`config.mk`:
```
export PLATFORM = sky130hd
export DESIGN_NAME = ssr_security_route
export DESIGN_NICKNAME = d
export VERILOG_FILES = /design/src/rtl/ssr_security_route.v
export VERILOG_INCLUDE_DIRS = /design/src /design/src/common
export SDC_FILE = /design/constraint.sdc
export NUM_CORES = 1
export LEC_CHECK = 0
export BUFFER_PORTS_ARGS = -buffer_cell sky130_fd_sc_hd__buf_2
export CORE_AREA = 4 4 128 69
export CTS_BUF_LIST = sky130_fd_sc_hd__clkbuf_8
export DETAILED_ROUTE_END_ITERATION = 10
export DIE_AREA = 0 0 132 73
export PLACE_DENSITY = 0.75
export REMOVE_ABC_BUFFERS = 1
export SLEW_MARGIN = 20
export SYNTH_ARGS = -nofsm -noshare
export SYNTH_HDL_FRONTEND = slang
export SYNTH_HIERARCHICAL = 1
export SYNTH_SLANG_ARGS = --single-unit
```
`constraint.sdc`:
```
create_clock -name clk -period 2.6 [get_ports clk]
set_clock_uncertainty 0.2 [all_clocks]
set_input_delay 0 -clock clk [delete_from_list [all_inputs] [get_ports clk]]
set_output_delay 0 -clock clk [all_outputs]
set_load 0.01 [all_outputs]
```
`src/common/ssr_regs.vh`:
```
`ifndef SSR_REGS_VH
`define SSR_REGS_VH
// register byte offsets
`define SSR_NS_CTRL       8'h00
`define SSR_NS_IRQEN      8'h04
`define SSR_NS_STATUS     8'h08
`define SSR_S_CTRL        8'h10
`define SSR_S_IRQEN       8'h14
`define SSR_S_STATUS      8'h18
`define SSR_INFO          8'h20
// control fields (both interfaces)
`define SSR_CTRL_EN       0
`define SSR_CTRL_ABORT    1
// secure-only control fields
`define SSR_CTRL_OVR_EN   2
`define SSR_CTRL_OVR_NS   3
`define SSR_CTRL_GUARD    4
`define SSR_CTRL_S2EN     5
`define SSR_NS_CTRL_W     2
`define SSR_S_CTRL_W      6
// interrupt enable fields
`define SSR_IRQ_EVT       0
`define SSR_IRQ_ERR       1
// status fields, write one to clear
`define SSR_ST_CMDERR     0
`define SSR_ST_QABORT     1
`define SSR_ST_OVFL       2
`define SSR_ST_EVTPEND    3
`define SSR_ST_W          4
`define SSR_ST_ERRMASK    4'h7
// reset values
`define SSR_CTRL_RST      6'h00
`define SSR_IRQEN_RST     2'h0
`define SSR_ST_RST        4'h0
// translation regime tag codes
`define SSR_REG_NS        2'h0
`define SSR_REG_SEL1      2'h1
`define SSR_REG_EL3       2'h2
`endif

```
`src/rtl/ssr_security_route.v`:
```
`timescale 1ns/1ps
`include "ssr_regs.vh"

// per-interface status, interrupt and translation-request port
module ssr_iface_state (
    input  wire       clk,
    input  wire       resetn,
    input  wire [3:0] setBits,
    input  wire [3:0] clrBits,
    input  wire [1:0] irqEn,
    input  wire       ifaceEn,
    input  wire       xlatReq,
    input  wire       xlatNsIn,
    output reg  [3:0] status_q,
    output wire       irq,
    output reg        xlatDone_q,
    output reg        xlatFault_q,
    output reg        xlatNs_q
);
    // set beats clear in the same cycle
    always @(posedge clk or negedge resetn) begin
        if (!resetn) begin
            status_q <= `SSR_ST_RST;
        end else begin
            status_q <= (status_q & ~clrBits) | setBits;
        end
    end

    // level interrupt, gated by this interface's enables only
    assign irq = (irqEn[`SSR_IRQ_EVT] & status_q[`SSR_ST_EVTPEND])
               | (irqEn[`SSR_IRQ_ERR] & |(status_q & `SSR_ST_ERRMASK));

    // translation request answered next cycle; disabled interface faults it
    always @(posedge clk or negedge resetn) begin
        if (!resetn) begin
            xlatDone_q  <= 1'b0;
            xlatFault_q <= 1'b0;
            xlatNs_q    <= 1'b1;
        end else begin
            xlatDone_q  <= xlatReq;
            xlatFault_q <= xlatReq & ~ifaceEn;
            xlatNs_q    <= xlatNsIn;
        end
    end
endmodule

module ssr_security_route #(
    parameter SECURITY_SUPPORT = 1
) (
    input  wire        clk,
    input  wire        resetn,
    // wishbone classic slave
    input  wire        wb_cyc_i,
    input  wire        wb_stb_i,
    input  wire        wb_we_i,
    input  wire [7:0]  wb_adr_i,
    input  wire [3:0]  wb_sel_i,
    input  wire [31:0] wb_dat_i,
    output reg  [31:0] wb_dat_o,
    output reg         wb_ack_o,
    // incoming client transaction with its entry fields
    input  wire        txnValid,
    input  wire [7:0]  txnStreamId,
    input  wire        txnSecureStreamFlag,
    input  wire        txnIncomingSecurityAttribute,
    input  wire        txnInstrFetch,
    input  wire        entBypass,
    input  wire        entOverrideEn,
    input  wire        entOverrideNs,
    input  wire        entStage1,
    input  wire        entRegimeEl3,
    input  wire        walkFromSecure,
    input  wire        descNs,
    input  wire        tableLevelSecurityBit,
    // translation result
    output reg         outValid,
    output reg         outAbort,
    output reg         outNonSecureAttribute,
    output reg  [1:0]  outRegimeTag,
    output reg         outAsidValid,
    // stream table fetch request
    output reg         fetchValid,
    output reg         fetchSecureTable,
    output reg  [7:0]  fetchIndex,
    output reg         fetchNonSecureAttribute,
    // context descriptor fetch
    input  wire        ctxReq,
    input  wire        ctxSecureStream,
    output reg         ctxValid,
    output reg         ctxNonSecureAttribute,
    output reg         ctxViaStage2,
    // events
    input  wire        evtValid,
    input  wire        evtSecureStream,
    input  wire [7:0]  evtCode,
    input  wire        evtNsFull,
    input  wire        evtSFull,
    output reg         evtNsWrite,
    output reg         evtSWrite,
    output reg  [7:0]  evtData,
    output reg         evtNonSecureAttribute,
    // commands from the two queues
    input  wire        cmdNsValid,
    input  wire [7:0]  cmdNsStreamId,
    input  wire        cmdSValid,
    input  wire [7:0]  cmdSStreamId,
    input  wire        cmdSSecureStreamFlag,
    output reg         cmdOutValid,
    output reg  [7:0]  cmdOutStreamId,
    output reg         cmdOutSecureTarget,
    output reg         cmdOutNonSecureAttribute,
    // queue error reports
    input  wire        cmdNsError,
    input  wire        cmdSError,
    input  wire        queueNsAbort,
    input  wire        queueSAbort,
    // translation-request ports
    input  wire        xlatNsReq,
    input  wire        xlatSReq,
    input  wire        xlatSNsIn,
    output wire        xlatNsDone,
    output wire        xlatNsFault,
    output wire        xlatNsResultNs,
    output wire        xlatSDone,
    output wire        xlatSFault,
    output wire        xlatSResultNs,
    // interrupts
    output wire        irqNs,
    output wire        irqS
);
    wire        secOk = (SECURITY_SUPPORT != 0);
    reg  [1:0]  nsCtrl_q;
    reg  [5:0]  sCtrl_q;
    reg  [1:0]  nsIrqEn_q;
    reg  [1:0]  sIrqEn_q;
    wire [3:0]  nsStatus;
    wire [3:0]  sStatus;
    reg  [3:0]  nsSet;
    reg  [3:0]  sSet;
    reg  [3:0]  nsClr;
    reg  [3:0]  sClr;
    reg  [31:0] rdData;
    wire        req     = wb_cyc_i & wb_stb_i;
    wire        wrFire  = req & wb_we_i & wb_ack_o & wb_sel_i[0];
    wire        nsEn    = nsCtrl_q[`SSR_CTRL_EN];
    wire        sEn     = sCtrl_q[`SSR_CTRL_EN] & secOk;
    wire        s2En    = sCtrl_q[`SSR_CTRL_S2EN] & secOk;

    // ack one cycle after request, dropped the cycle after
    always @(posedge clk or negedge resetn) begin
        if (!resetn) begin
            wb_ack_o <= 1'b0;
            wb_dat_o <= 32'h0000_0000;
        end else begin
            wb_ack_o <= req & ~wb_ack_o;
            wb_dat_o <= rdData;
        end
    end

    // read mux; secure registers read zero without security support
    always @* begin
        rdData = 32'h0000_0000;
        case (wb_adr_i)
            `SSR_NS_CTRL:   rdData[1:0] = nsCtrl_q;
            `SSR_NS_IRQEN:  rdData[1:0] = nsIrqEn_q;
            `SSR_NS_STATUS: rdData[3:0] = nsStatus;
            `SSR_S_CTRL:    rdData[5:0] = secOk ? sCtrl_q : 6'h00;
            `SSR_S_IRQEN:   rdData[1:0] = secOk ? sIrqEn_q : 2'h0;
            `SSR_S_STATUS:  rdData[3:0] = secOk ? sStatus : 4'h0;
            `SSR_INFO:      rdData[0]   = secOk;
            default:        rdData = 32'h0000_0000;
        endcase
    end

    // writes land at the ack edge; secure writes ignored without support
    always @(posedge clk or negedge resetn) begin
        if (!resetn) begin
            nsCtrl_q  <= 2'h0;
            sCtrl_q   <= `SSR_CTRL_RST;
            nsIrqEn_q <= `SSR_IRQEN_RST;
            sIrqEn_q  <= `SSR_IRQEN_RST;
        end else if (wrFire) begin
            if (wb_adr_i == `SSR_NS_CTRL)
                nsCtrl_q <= wb_dat_i[1:0];
            if (wb_adr_i == `SSR_NS_IRQEN)
                nsIrqEn_q <= wb_dat_i[1:0];
            if (wb_adr_i == `SSR_S_CTRL && secOk)
                sCtrl_q <= wb_dat_i[5:0];
            if (wb_adr_i == `SSR_S_IRQEN && secOk)
                sIrqEn_q <= wb_dat_i[1:0];
        end
    end

    // write-one-to-clear strobes per status register
    always @* begin
        nsClr = 4'h0;
        sClr  = 4'h0;
        if (wrFire && wb_adr_i == `SSR_NS_STATUS)
            nsClr = wb_dat_i[3:0];
        if (wrFire && wb_adr_i == `SSR_S_STATUS)
            sClr = wb_dat_i[3:0];
    end

    // event routing; a full queue only flags overflow on its own side
    wire evtSec = evtSecureStream & secOk;
    always @* begin
        nsSet = 4'h0;
        sSet  = 4'h0;
        nsSet[`SSR_ST_CMDERR]  = cmdNsError;
        nsSet[`SSR_ST_QABORT]  = queueNsAbort;
        nsSet[`SSR_ST_OVFL]    = evtValid & ~evtSec & evtNsFull;
        nsSet[`SSR_ST_EVTPEND] = evtValid & ~evtSec & ~evtNsFull;
        sSet[`SSR_ST_CMDERR]   = cmdSError & secOk;
        sSet[`SSR_ST_QABORT]   = queueSAbort & secOk;
        sSet[`SSR_ST_OVFL]     = evtValid & evtSec & evtSFull;
        sSet[`SSR_ST_EVTPEND]  = evtValid & evtSec & ~evtSFull;
    end

    always @(posedge clk or negedge resetn) begin
        if (!resetn) begin
            evtNsWrite            <= 1'b0;
            evtSWrite             <= 1'b0;
            evtData               <= 8'h00;
            evtNonSecureAttribute <= 1'b1;
        end else begin
            evtNsWrite            <= evtValid & ~evtSec & ~evtNsFull;
            evtSWrite             <= evtValid & evtSec & ~evtSFull;
            evtData               <= evtCode;
            evtNonSecureAttribute <= ~evtSec;
        end
    end

    // command issue; secure queue wins when both present, ns held off by caller
    always @(posedge clk or negedge resetn) begin
        if (!resetn) begin
            cmdOutValid              <= 1'b0;
            cmdOutStreamId           <= 8'h00;
            cmdOutSecureTarget       <= 1'b0;
            cmdOutNonSecureAttribute <= 1'b1;
        end else if (cmdSValid && secOk) begin
            cmdOutValid              <= 1'b1;
            cmdOutStreamId           <= cmdSStreamId;
            cmdOutSecureTarget       <= cmdSSecureStreamFlag;
            cmdOutNonSecureAttribute <= 1'b0;
        end else begin
            cmdOutValid              <= cmdNsValid;
            cmdOutStreamId           <= cmdNsStreamId;
            cmdOutSecureTarget       <= 1'b0;
            cmdOutNonSecureAttribute <= 1'b1;
        end
    end

    // attribute decision for one transaction
    reg txSec;
    reg txEn;
    reg txNs;
    reg txAbort;
    always @* begin
        txSec   = txnSecureStreamFlag & secOk;
        txEn    = txSec ? sEn : nsEn;
        txNs    = 1'b1;
        txAbort = 1'b0;
        if (!txSec) begin
            txNs    = 1'b1;
            txAbort = ~nsEn & nsCtrl_q[`SSR_CTRL_ABORT];
        end else if (!txEn) begin
            txAbort = sCtrl_q[`SSR_CTRL_ABORT];
            txNs    = sCtrl_q[`SSR_CTRL_OVR_EN] ? sCtrl_q[`SSR_CTRL_OVR_NS]
                                                : txnIncomingSecurityAttribute;
        end else if (entBypass || !entStage1) begin
            txNs = entOverrideEn ? entOverrideNs : txnIncomingSecurityAttribute;
        end else begin
            txNs = walkFromSecure ? (descNs | tableLevelSecurityBit) : 1'b1;
        end
        if (txSec && sCtrl_q[`SSR_CTRL_GUARD] && txnInstrFetch && txNs)
            txAbort = 1'b1;
    end

    // registered result and stream table fetch
    always @(posedge clk or negedge resetn) begin
        if (!resetn) begin
            outValid                <= 1'b0;
            outAbort                <= 1'b0;
            outNonSecureAttribute   <= 1'b1;
            outRegimeTag            <= `SSR_REG_NS;
            outAsidValid            <= 1'b0;
            fetchValid              <= 1'b0;
            fetchSecureTable        <= 1'b0;
            fetchIndex              <= 8'h00;
            fetchNonSecureAttribute <= 1'b1;
        end else begin
            outValid                <= txnValid;
            outAbort                <= txAbort;
            outNonSecureAttribute   <= txNs;
            outRegimeTag            <= !txSec ? `SSR_REG_NS
                                     : (entRegimeEl3 ? `SSR_REG_EL3 : `SSR_REG_SEL1);
            outAsidValid            <= ~(txSec & entRegimeEl3);
            fetchValid              <= txnValid & txEn;
            fetchSecureTable        <= txSec;
            fetchIndex              <= txnStreamId;
            fetchNonSecureAttribute <= ~txSec;
        end
    end

    // context descriptor fetch attribute
    wire ctxSec = ctxSecureStream & secOk;
    always @(posedge clk or negedge resetn) begin
        if (!resetn) begin
            ctxValid              <= 1'b0;
            ctxNonSecureAttribute <= 1'b1;
            ctxViaStage2          <= 1'b0;
        end else begin
            ctxValid              <= ctxReq;
            ctxNonSecureAttribute <= ~ctxSec;
            ctxViaStage2          <= ctxSec & s2En;
        end
    end

    // one instance per interface keeps their state apart
    ssr_iface_state uNs (
        .clk         (clk),
        .resetn      (resetn),
        .setBits     (nsSet),
        .clrBits     (nsClr),
        .irqEn       (nsIrqEn_q),
        .ifaceEn     (nsEn),
        .xlatReq     (xlatNsReq),
        .xlatNsIn    (1'b1),
        .status_q    (nsStatus),
        .irq         (irqNs),
        .xlatDone_q  (xlatNsDone),
        .xlatFault_q (xlatNsFault),
        .xlatNs_q    (xlatNsResultNs)
    );

    ssr_iface_state uS (
        .clk         (clk),
        .resetn      (resetn),
        .setBits     (sSet),
        .clrBits     (sClr),
        .irqEn       (sIrqEn_q),
        .ifaceEn     (sEn),
        .xlatReq     (xlatSReq & secOk),
        .xlatNsIn    (xlatSNsIn),
        .status_q    (sStatus),
        .irq         (irqS),
        .xlatDone_q  (xlatSDone),
        .xlatFault_q (xlatSFault),
        .xlatNs_q    (xlatSResultNs)
    );
endmodule

```
==> flow_results.xml <==
<?xml version="1.0" encoding="UTF-8"?>
<metrics>
  <group name="status">
    <metric name="outcome" unit="">finished clean</metric>
  </group>
  <group name="global_routing">
    <metric name="grt_pass1_vias" unit="">2709</metric>
    <metric name="wire_length_of_the_first_global_routing_pass" unit="um">13700</metric>
    <metric name="gr-total-overflow" unit="">0</metric>
    <metric name="antenna_found_initial" unit="">0</metric>
    <metric name="grt_util_all_layers" unit="%">18.6</metric>
    <metric name="grt_start_max_net_pins" unit="">76</metric>
  </group>
  <group name="setup_path">
    <metric name="worst-endpoint-arrival" unit="ns">2.49</metric>
    <metric name="crit_required" unit="ns">2.63</metric>
    <metric name="path_max_fanout" unit="">5</metric>
    <metric name="setup.worst_path.class" unit="">reg -&gt; reg</metric>
    <metric name="start_kind" unit="">flop</metric>
    <metric name="endpoint_kind" unit="">flop</metric>
  </group>
  <group name="route">
    <metric name="via_per_instance_ratio" unit="">4.45</metric>
    <metric name="vias" unit="">2491</metric>
    <metric name="detail_route.wl_per_cell" unit="um">15.6</metric>
    <metric name="antenna_violating_nets_post_route" unit="">0</metric>
    <metric name="post-route-drc-count" unit="">0</metric>
    <metric name="routed_wirelength" unit="um">8710</metric>
    <metric name="first_iter_violations" unit="">129</metric>
    <metric name="drt_pass1_iterations" unit="">4</metric>
  </group>
  <group name="power">
    <metric name="proportion_of_total_power_due_to_net_switching" unit="%">24.2</metric>
    <metric name="pwr-share-clk" unit="%">36.8</metric>
    <metric name="portion_of_total_power_attributed_to_sequential_cells" unit="%">50.1</metric>
    <metric name="vdd_ir_drop_max" unit="mV">0.342</metric>
    <metric name="power.density" unit="nW/um2">514</metric>
    <metric name="leakage" unit="nW">2.37</metric>
    <metric name="total_power" unit="mW">2.44</metric>
    <metric name="pint" unit="mW">1.85</metric>
    <metric name="netSwitchingPower" unit="mW">0.591</metric>
    <metric name="p_comb_share" unit="%">13.2</metric>
  </group>
  <group name="sta">
    <metric name="worst_slew_pin_slew" unit="ns">0.943</metric>
    <metric name="final.min_clock_period" unit="ns">2.46</metric>
    <metric name="grt_setup_unrepaired" unit="">no</metric>
    <metric name="final-max-slew-violation-count" unit="">0</metric>
    <metric name="finalSetupViolCount" unit="">0</metric>
    <metric name="report.final.hold_viol_count" unit="">0</metric>
    <metric name="hold-worst-slack" unit="ns">0.0497</metric>
    <metric name="clock.fmax" unit="GHz">0.406</metric>
    <metric name="finalCritPeriodShare" unit="%">94.7</metric>
    <metric name="fin_setup_tns" unit="ns">0</metric>
    <metric name="maxSlewHeadroom" unit="%">37.1</metric>
  </group>
  <group name="placement">
    <metric name="port_buffers" unit="">136</metric>
    <metric name="detailed_place_hpwl" unit="um">5600</metric>
    <metric name="placed_cells_incl_taps" unit="">461</metric>
    <metric name="finalWeightedCongestion" unit="">0.885</metric>
  </group>
  <group name="die">
    <metric name="start_util" unit="%">38.7</metric>
    <metric name="die_area" unit="um2">9640</metric>
    <metric name="core_area" unit="um2">7740</metric>
    <metric name="die-height" unit="um">73</metric>
    <metric name="core.rowCount" unit="">23</metric>
    <metric name="pin_count" unit="">192</metric>
    <metric name="chipWidth" unit="um">132</metric>
  </group>
  <group name="cts">
    <metric name="clock_latency" unit="ns">0.34</metric>
    <metric name="cts.root.buffer_cell" unit="">clkbuf_8</metric>
    <metric name="cts_buffer_depth" unit="">2</metric>
    <metric name="ctsHtreeMaxLevel" unit="">3</metric>
    <metric name="clkTransAtPathRegs" unit="ns">0.08</metric>
    <metric name="cts_buffer_count" unit="">9</metric>
    <metric name="cts_setup_buffers" unit="">0</metric>
    <metric name="cts_sinks" unit="">75</metric>
    <metric name="tritoncts" unit="">done</metric>
  </group>
  <group name="job">
    <metric name="drv_cap" unit="">0</metric>
  </group>
  <group name="cells_and_area">
    <metric name="layout-drive-gt1-share" unit="%">41.1</metric>
    <metric name="n_antenna_cell" unit="">0</metric>
    <metric name="final-instance-count-excl-fill" unit="">560</metric>
    <metric name="nets" unit="">564</metric>
    <metric name="area_growth_syn_to_layout" unit="%">58.6</metric>
  </group>
  <group name="synthesis">
    <metric name="synth_area_leader_cell" unit="">dfrtp_1</metric>
    <metric name="synthesis.yosys.warnings" unit="">6</metric>
    <metric name="synth_commonest_cells" unit="">68 x dfrtp_1, 26 x buf_4, 19 x nand2_1</metric>
    <metric name="synth_seq_area_share" unit="%">63.0</metric>
    <metric name="synth_cells" unit="">228</metric>
    <metric name="postSynth.asyncResetShare" unit="%">100</metric>
    <metric name="synth_area_leaders" unit="">dfrtp_1 57%, buf_4 6.5%, dfstp_2 6.1%</metric>
    <metric name="number_of_synthesized_flops_with_an_enable_pin" unit="">0</metric>
    <metric name="yosysMostFrequentCell" unit="">dfrtp_1</metric>
    <metric name="syn_avg_cell_area" unit="um2">13.1</metric>
    <metric name="syn-cell-area" unit="um2">2990</metric>
    <metric name="synthDominantCellAreaShare" unit="%">56.9</metric>
    <metric name="postSynthRegisterBits" unit="">75</metric>
    <metric name="ys_types" unit="">40</metric>
    <metric name="synth_flop_cell" unit="">dfrtp_1</metric>
  </group>
  <group name="worst_hold_path">
    <metric name="worst_hold_path_type" unit="">in -&gt; reg</metric>
  </group>
</metrics>
==> logic make-up after synthesis <==
| logic type | synth area share (%) |
|---|---|
| mux | 9.99 |
| simple gates | 12.8 |
| flops | 63.0 |
| other cells | 0.251 |
| compound gates | 5.35 |
| buf+inv | 8.65 |
==> layer usage <==
metal / global-route usage (%) / share of wire [%] / vias up
met1: 21.5 / 40 / 1191
li1: - / - / 1166
met3: 7.44 / 9.4 / 14
met4: 7.10 / 1.5 / 0
met5: 0 / 0 / -
met2: 31.7 / 49 / 120
==> cell usage in the layout (no fill, tap or decap), types with 7 or more instances in the layout <==
| cell type | Yosys | final |
|---|---|---|
| buf_2 | 0 | 135 |
| dlygate4sd3_1 | 0 | 83 |
| dfrtp_1 | 68 | 68 |
| conb_1 | 2 | 27 |
| nand2_1 | 19 | 19 |
| inv_1 | 14 | 15 |
| mux2_2 | 13 | 13 |
| and2_1 | 12 | 12 |
| clkbuf_8 | 0 | 10 |
| dfstp_2 | 7 | 7 |
==> path summary, 6_finish.rpt <==
path	startpoint	end	slack [ns]	cells after the start
min in group asynchronous	resetn	wb_dat_o[2]	0.12	2
min reg2reg	wb_ack_o	wb_ack_o	0.25	1
max in group asynchronous	resetn	evtData[6]	1.45	2
max reg2reg	wb_ack_o	uS/status_q[1]	0.14	7
max	wb_ack_o	uS/status_q[1]	0.14	7
min	wb_adr_i[2]	wb_dat_o[5]	0.05	4
==> power groups by stage <==
| stage | Sequential [mW] | Combinational, mW | Clock [mW] |
|---|---|---|---|
| after floorplan | 1.27 | 0.0512 | 0 |
| after global placement | 1.24 | 0.219 | 0 |
| after detailed placement | 1.24 | 0.224 | 0 |
| after CTS | 1.22 | 0.313 | 0.937 |
| after global routing | 1.23 | 0.351 | 0.979 |
| final | 1.22 | 0.321 | 0.897 |
==> cell type report <==
type / count / area [um2]
Inverter: 14 / 52.6
Fill cell: 651 / 2990
Sequential cell: 75 / 1890
Multi-Input combinational cell: 135 / 960
Clock inverter: 6 / 65.1
Timing Repair Buffer: 220 / 1520
Clock buffer: 10 / 138
Tap cell: 100 / 125
==> registers in the layout, summed over array words and instances (netlist names), 4 cells and up <==
name            flops
cmdOutStreamId      8
evtData             8
fetchIndex          8
sCtrl_q             6
wb_dat_o            6
uNs/status_q        4
uS/status_q         4
==> metrics by stage <==
| step | cell area [um2] | setup slack (ns) | utilization (%) |
|---|---|---|---|
| 6_report | 4750 | 0.138 | 61.3 |
| 5_1_grt | 4750 | 0.00713 | 61.3 |
| 4_1_cts | 4730 | 0.00340 | 61.1 |
| 3_5_place_dp | 3700 | 0.699 | 47.7 |
| 3_3_place_gp | 3700 | 0.712 | 47.7 |
| 2_1_floorplan | 2880 | 0.901 | - |
==> critical path, stage by stage (launching register included) <==
cell	delay, ns
dfrtp_1	0.37
nand3_1	0.18
nor2_2	0.32
and4_1	0.34
and2_1	0.15
inv_1	0.04
a21o_2	0.19
dlygate4sd3_1	0.55
==> repair_timing <==
item / 4_1_cts / 5_1_grt
hold buffers: 83 / 0
gates resized for setup: 0 / 3
hold endpoints to repair: 140 / 0
endpoints found under the setup margin: 0 / 4
(Power assumes the default switching activity.)
